File: config.mk
export PLATFORM = sky130hd
export DESIGN_NAME = plc_top
export DESIGN_NICKNAME = d
export VERILOG_FILES = /design/src/rtl/plc_pkg.sv /design/src/rtl/plc_lamp_mux.sv /design/src/rtl/plc_top.sv
export SDC_FILE = /design/constraint.sdc
export NUM_CORES = 1
export LEC_CHECK = 0
export BUFFER_PORTS_ARGS = -buffer_cell sky130_fd_sc_hd__buf_2
export CAP_MARGIN = 20
export CORE_ASPECT_RATIO = 0.75
export CORE_MARGIN = 1
export CORE_UTILIZATION = 55
export DETAILED_ROUTE_END_ITERATION = 7
export PLACE_DENSITY = 0.8
export RECOVER_POWER = 100
export SLEW_MARGIN = 15
export SYNTH_ARGS = -nofsm -noshare
export SYNTH_HDL_FRONTEND = slang
export SYNTH_SLANG_ARGS = --single-unit
File: constraint.sdc
create_clock -name clk_i -period 1.84 [get_ports clk_i]
set_clock_uncertainty 0.05 [all_clocks]
set_input_delay 0.368 -clock clk_i [delete_from_list [all_inputs] [get_ports clk_i]]
set_output_delay 0.368 -clock clk_i [all_outputs]
set_load 0.02 [all_outputs]
File: src/rtl/plc_pkg.sv
/*
  Constants for the lamp mode and interrupt control register bank.
  Assumes a 16-bit management register port decoded by register index.
*/
package plc_pkg;
  localparam logic [4:0] PLC_IDX_LAMP = 5'h14;
  localparam logic [4:0] PLC_IDX_RSVD = 5'h15;
  localparam logic [4:0] PLC_IDX_IRQ_CTRL = 5'h16;
  localparam logic [4:0] PLC_IDX_IRQ_FLAGS = 5'h17;
  localparam logic [15:0] PLC_LAMP_RST = 16'h3FE9;
  localparam logic [15:0] PLC_RSVD_RST = 16'h0000;
  localparam logic [15:0] PLC_IRQ_CTRL_RST = 16'h0000;
  localparam logic [10:0] PLC_FLAGS_RST = 11'h000;
  localparam int PLC_LAMP_B_LSB = 3;
  localparam int PLC_LAMP_A_LSB = 0;
  localparam int PLC_OUT_EN_BIT = 15;
  localparam int PLC_RD_CLR_BIT = 14;
  localparam int PLC_POL_BIT = 13;
  localparam int PLC_AUTO_CLR_BIT = 12;
  localparam int PLC_RESETUP_BIT = 11;
  localparam int PLC_NUM_EVENTS = 11;
  localparam logic [2:0] PLC_MODE_LINK = 3'h0;
  localparam logic [2:0] PLC_MODE_ACT = 3'h1;
  localparam logic [2:0] PLC_MODE_TX = 3'h2;
  localparam logic [2:0] PLC_MODE_RX = 3'h3;
  localparam logic [2:0] PLC_MODE_COL = 3'h4;
  localparam logic [2:0] PLC_MODE_SPEED = 3'h5;
  localparam logic [2:0] PLC_MODE_FDX = 3'h6;
  localparam logic [2:0] PLC_MODE_LAST = 3'h7;
endpackage

File: src/rtl/plc_lamp_mux.sv
/*
  Lamp source selector: picks one line status per 3-bit mode code.
  Assumes status inputs are already in the management clock domain.
*/
`timescale 1ns/1ns
module plc_lamp_mux
  import plc_pkg::*;
(
  input wire logic clk_i,
  input wire logic rst_n_i,
  input wire logic [2:0] mode_i,
  input wire logic last_is_link_i,
  input wire logic [6:0] status_i,
  output logic lamp_o
);
  logic lamp_q;
  logic lamp_d;

  always_comb begin
    lamp_d = 1'b0;
    case (mode_i)
      PLC_MODE_LINK: lamp_d = status_i[0];
      PLC_MODE_ACT: lamp_d = status_i[1];
      PLC_MODE_TX: lamp_d = status_i[2];
      PLC_MODE_RX: lamp_d = status_i[3];
      PLC_MODE_COL: lamp_d = status_i[4];
      PLC_MODE_SPEED: lamp_d = status_i[5];
      PLC_MODE_FDX: lamp_d = status_i[6];
      // Lamp a reuses the last code for link, lamp b goes dark
      PLC_MODE_LAST: lamp_d = last_is_link_i & status_i[0];
      default: lamp_d = 1'b0;
    endcase
  end

  always_ff @(posedge clk_i) begin
    if (!rst_n_i) begin
      lamp_q <= 1'b0;
    end else begin
      lamp_q <= lamp_d;
    end
  end

  assign lamp_o = lamp_q;
endmodule

File: src/rtl/plc_top.sv
/*
  Lamp mode and interrupt control register bank of a management register file.
  Assumes a single-cycle register port from the serial management engine and
  event/condition inputs synchronous to clk_i (conditions are levels, events pulses).
*/
//
// Behaviour
// - Lamp b mode selects source, default speed
// - Lamp a same codes, default activity, 111 link
// - Irq pin driven only if enabled, polarity
// - Clear-on-read enable clears flags on read
// - Auto-clear drops flag when condition ends
// - Write one clears, unless re-setup and condition
// - Enables for wake, sleep entry, autoneg done
// - Enables for eight link events, reset zero
// - Status register holds one flag per event
`timescale 1ns/1ns
module plc_top
  import plc_pkg::*;
(
  input wire logic clk_i,
  input wire logic rst_n_i,
  input wire logic [4:0] reg_addr_i,
  input wire logic reg_wr_i,
  input wire logic reg_rd_i,
  input wire logic [15:0] reg_wdata_i,
  output logic [15:0] reg_rdata_o,
  input wire logic [10:0] event_i,
  input wire logic [10:0] cond_i,
  input wire logic [6:0] line_status_i,
  output logic status_lamp_a_o,
  output logic status_lamp_b_o,
  output logic irq_o,
  output logic irq_oe_o
);
  logic [15:0] lamp_q, lamp_d;
  logic [15:0] rsvd_q, rsvd_d;
  logic [15:0] ctrl_q, ctrl_d;
  logic [10:0] flags_q, flags_d;
  logic [15:0] rdata_q, rdata_d;
  logic irq_q, irq_d, oe_q, oe_d;

  function automatic logic hit(input logic [4:0] a, input logic [4:0] idx);
    hit = (a == idx);
  endfunction

  always_comb begin
    lamp_d = lamp_q;
    rsvd_d = rsvd_q;
    ctrl_d = ctrl_q;
    flags_d = flags_q;
    rdata_d = rdata_q;
    if (reg_wr_i && hit(reg_addr_i, PLC_IDX_LAMP)) begin
      lamp_d = reg_wdata_i;
    end
    if (reg_wr_i && hit(reg_addr_i, PLC_IDX_RSVD)) begin
      rsvd_d = reg_wdata_i;
    end
    if (reg_wr_i && hit(reg_addr_i, PLC_IDX_IRQ_CTRL)) begin
      ctrl_d = reg_wdata_i;
    end
    if (reg_rd_i) begin
      case (reg_addr_i)
        PLC_IDX_LAMP: rdata_d = lamp_q;
        PLC_IDX_RSVD: rdata_d = rsvd_q;
        PLC_IDX_IRQ_CTRL: rdata_d = ctrl_q;
        PLC_IDX_IRQ_FLAGS: rdata_d = {5'h00, flags_q};
        default: rdata_d = 16'h0000;
      endcase
    end
    // Clears first, then new events, so a same-cycle event is never lost
    if (reg_rd_i && hit(reg_addr_i, PLC_IDX_IRQ_FLAGS) && ctrl_q[PLC_RD_CLR_BIT]) begin
      flags_d = 11'h000;
    end
    if (reg_wr_i && hit(reg_addr_i, PLC_IDX_IRQ_FLAGS)) begin
      if (ctrl_q[PLC_RESETUP_BIT]) begin
        flags_d = flags_d & ~(reg_wdata_i[10:0] & ~cond_i);
      end else begin
        flags_d = flags_d & ~reg_wdata_i[10:0];
      end
    end
    if (ctrl_q[PLC_AUTO_CLR_BIT]) begin
      flags_d = flags_d & cond_i;
    end
    flags_d = flags_d | event_i;
  end

  always_comb begin
    irq_d = |(flags_q & ctrl_q[10:0]) && ctrl_q[PLC_OUT_EN_BIT];
    irq_d = ctrl_q[PLC_POL_BIT] ? irq_d : ~irq_d;
    oe_d = ctrl_q[PLC_OUT_EN_BIT];
  end

  always_ff @(posedge clk_i) begin
    if (!rst_n_i) begin
      lamp_q <= PLC_LAMP_RST;
      rsvd_q <= PLC_RSVD_RST;
      ctrl_q <= PLC_IRQ_CTRL_RST;
      flags_q <= PLC_FLAGS_RST;
      rdata_q <= 16'h0000;
      irq_q <= 1'b1;
      oe_q <= 1'b0;
    end else begin
      lamp_q <= lamp_d;
      rsvd_q <= rsvd_d;
      ctrl_q <= ctrl_d;
      flags_q <= flags_d;
      rdata_q <= rdata_d;
      irq_q <= irq_d;
      oe_q <= oe_d;
    end
  end

  plc_lamp_mux u_lamp_b (
    .clk_i(clk_i),
    .rst_n_i(rst_n_i),
    .mode_i(lamp_q[PLC_LAMP_B_LSB+2:PLC_LAMP_B_LSB]),
    .last_is_link_i(1'b0),
    .status_i(line_status_i),
    .lamp_o(status_lamp_b_o)
  );

  plc_lamp_mux u_lamp_a (
    .clk_i(clk_i),
    .rst_n_i(rst_n_i),
    .mode_i(lamp_q[PLC_LAMP_A_LSB+2:PLC_LAMP_A_LSB]),
    .last_is_link_i(1'b1),
    .status_i(line_status_i),
    .lamp_o(status_lamp_a_o)
  );

  assign reg_rdata_o = rdata_q;
  assign irq_o = irq_q;
  assign irq_oe_o = oe_q;
endmodule

==> results.toml <==
[detailed_routing]
vias_per_cell = 5.94
final_antenna_net_count = 0
vias = 3205
drt_iter0_markers = 200
drt_pre_antenna_iters = 4
drcViolationCount = 0
routed_wirelength_mm = 9.57
wl_per_cell_um = 17.7

[yosys]
synth_seq_cells = 79
synthFlopType = "dfxtp_1"
synth_edf_count = 0
synth_cell_type_count = 39
synthTopCellsByCount = "dfxtp_1, nand2_1, nand3_1, nor2b_1, mux2i_1"
yosys-top-cells-area = "dfxtp_1, mux4_2, nor2b_1"
synthArstFlopShare = 0
synth_area_um2 = 3710
yosysTopAreaCell = "dfxtp_1"
syn_inst = 385
yosysMostFrequentCell = "dfxtp_1"
yosys_warnings = 0
synth_nets = 439
synth-seq-area-share = 0.426
yosysTopAreaCellShare = 0.426
syn_area_per_cell_um2 = 9.65

[critical_path]
critPathKind = "input pin to register"
critPathCaptureType = "register"
cp.required_ps = 2040
crit_fanout = 14
start_kind = "input pin"
cp.arrival_ps = 1770

[layout]
diodes = 0
layout-drive-gt1-share = 0.224
syn2layout_area_growth_pct = 14.6
fin_nets = 510
fill_cells = 546

[placed_design]
gp_congestion = 0.822
pre_cts_ws_ps = 33.5
hpwl_mm = 6.71
io_buffers = 73

[clocking]
clk_pin_slew_worst_paths_ps = 70
cts_inserted_buffers = 9
tritoncts = "done"
root_buffer = "clkbuf_8"
h-tree-depth = 3
cts_sinks = 79
postCtsSetupBuffers = 0
insertion_delay_ps = 360
cts_resized = 0
cts_hold_buffers = 0
clockBufferDepth = 2

[timing]
period_needed_ps = 1570
post-route-period-util = 0.851
fmax_ghz = 0.639
hold_viol = 0
tns_ps = 0
tightestPinTransition_ps = 1050
worst_slack_ps = 274
max_slew_margin = 0.298
grt_setup_unrepaired = "no"
finalSetupViolCount = 0
slew_viol_final = 0

[power_and_ir_drop]
peakVddDrop_uv = 496
leakage_nw = 1.61
p_per_area_nw_per_um2 = 743

[outcome]
status = "complete, no violations"

[global_route]
antenna_found_initial = 0
grt_pass1_vias = 3133
grt_max_degree = 53
track_usage = 0.286
grt_first_pass_wirelength_mm = 15.4
grt_overflow = 0

[die]
dieHeight_um = 73.2
top_level_ports = 74
start_util = 0.579
design.core.area_um2 = 6410
die_x_um = 96.9
fp-row-count = 25
die-area_um2 = 7090

[min_path]
hp-class = "input pin to register"

[run]
max-cap-violations = 0
-- state kept, by name, indices dropped and copies added (netlist names) --
register / count
ctrl_q: 16
flags_q: 11
irq_o: 1
irq_oe_o: 1
lamp_q: 16
reg_rdata_o: 16
rsvd_q: 16
u_lamp_a.lamp_o: 1
u_lamp_b.lamp_o: 1
-- logic make-up (layout without fill, tap and decap cells) --
| logic type | count (synthesis) | in the layout | share of synthesized area |
|---|---|---|---|
| flip-flops | 79 | 79 | 0.426 |
| buffers and inverters | 38 | 112 | 0.0606 |
| multiplexers | 38 | 38 | 0.151 |
| AND/OR/NAND/NOR | 152 | 152 | 0.216 |
| AO/OA/AOI/OAI | 78 | 78 | 0.148 |
-- report_power, final --
group,switching [mW],total (mW),internal [mW]
clock network,0.588,1.06,0.472
logic,0.165,0.329,0.165
registers,0.0292,1.77,1.74
total,0.781,3.16,2.38
-- metrics by stage --
stage	total power, mW	hold WS [ps]	cells	area [um2]	utilization
after floorplan	2.00	379	385	3710	-
final	3.16	162	540	4260	0.664
after global placement	2.13	386	526	4170	0.650
after detailed placement	2.14	396	526	4170	0.650
after global routing	3.27	159	540	4260	0.664
after CTS	3.17	162	540	4310	0.673
-- layer usage --
| layer | track usage | routed length [um] |
|---|---|---|
| met3 | 0.0795 | 1100 |
| met1 | 0.359 | 3880 |
| met5 | 0 | 0 |
| met4 | 0.116 | 132 |
| met2 | 0.473 | 4460 |
-- critical path, cell delays in order --
cell	delay, ps
clkbuf_2	320
clkbuf_1	280
mux4_2	550
a21oi_1	170
nor2b_1	70
-- final cells by class --
cell class	count	area, um2	area share
multi-input cells	268	1890	0.444
flip-flops and latches	79	1580	0.372
repair buffers	91	512	0.120
clock buffers	12	135	0.0318
well taps	81	101	0.0238
inverters	7	26.3	0.00617
clock inverters	2	10.0	0.00235
-- final timing paths --
check | startpoint | endpoint | slack (ps) | cells after the start
min | event_i[3] | flags_q[3] | 160 | 2
max | reg_addr_i[0] | reg_rdata_o[3] | 270 | 5
max reg2reg | ctrl_q[11] | flags_q[1] | 450 | 4
min reg2reg | lamp_q[15] | lamp_q[15] | 410 | 2
-- layout by cell type, fill, tap and decap left out, drive strengths merged --
cell and count:
nand3b 3, a22oi 4, o211a 1, clkinv 2
nor2b 40, nand4 1, nand2 55, mux4 14
or3 1, buf 65, o21a 11, inv 7
o21ai 17, mux2i 24, a21oi 11, and2 7
nor3b 1, nor2 1, nand4b 1, and3b 1
a222oi 1, dfxtp 79, o221a 11, nor3 1
clkbuf 38, a2bb2oi 5, o22ai 5, nand3 39
and3 1, a31oi 11, o211ai 1
(Power assumes the default switching activity.)
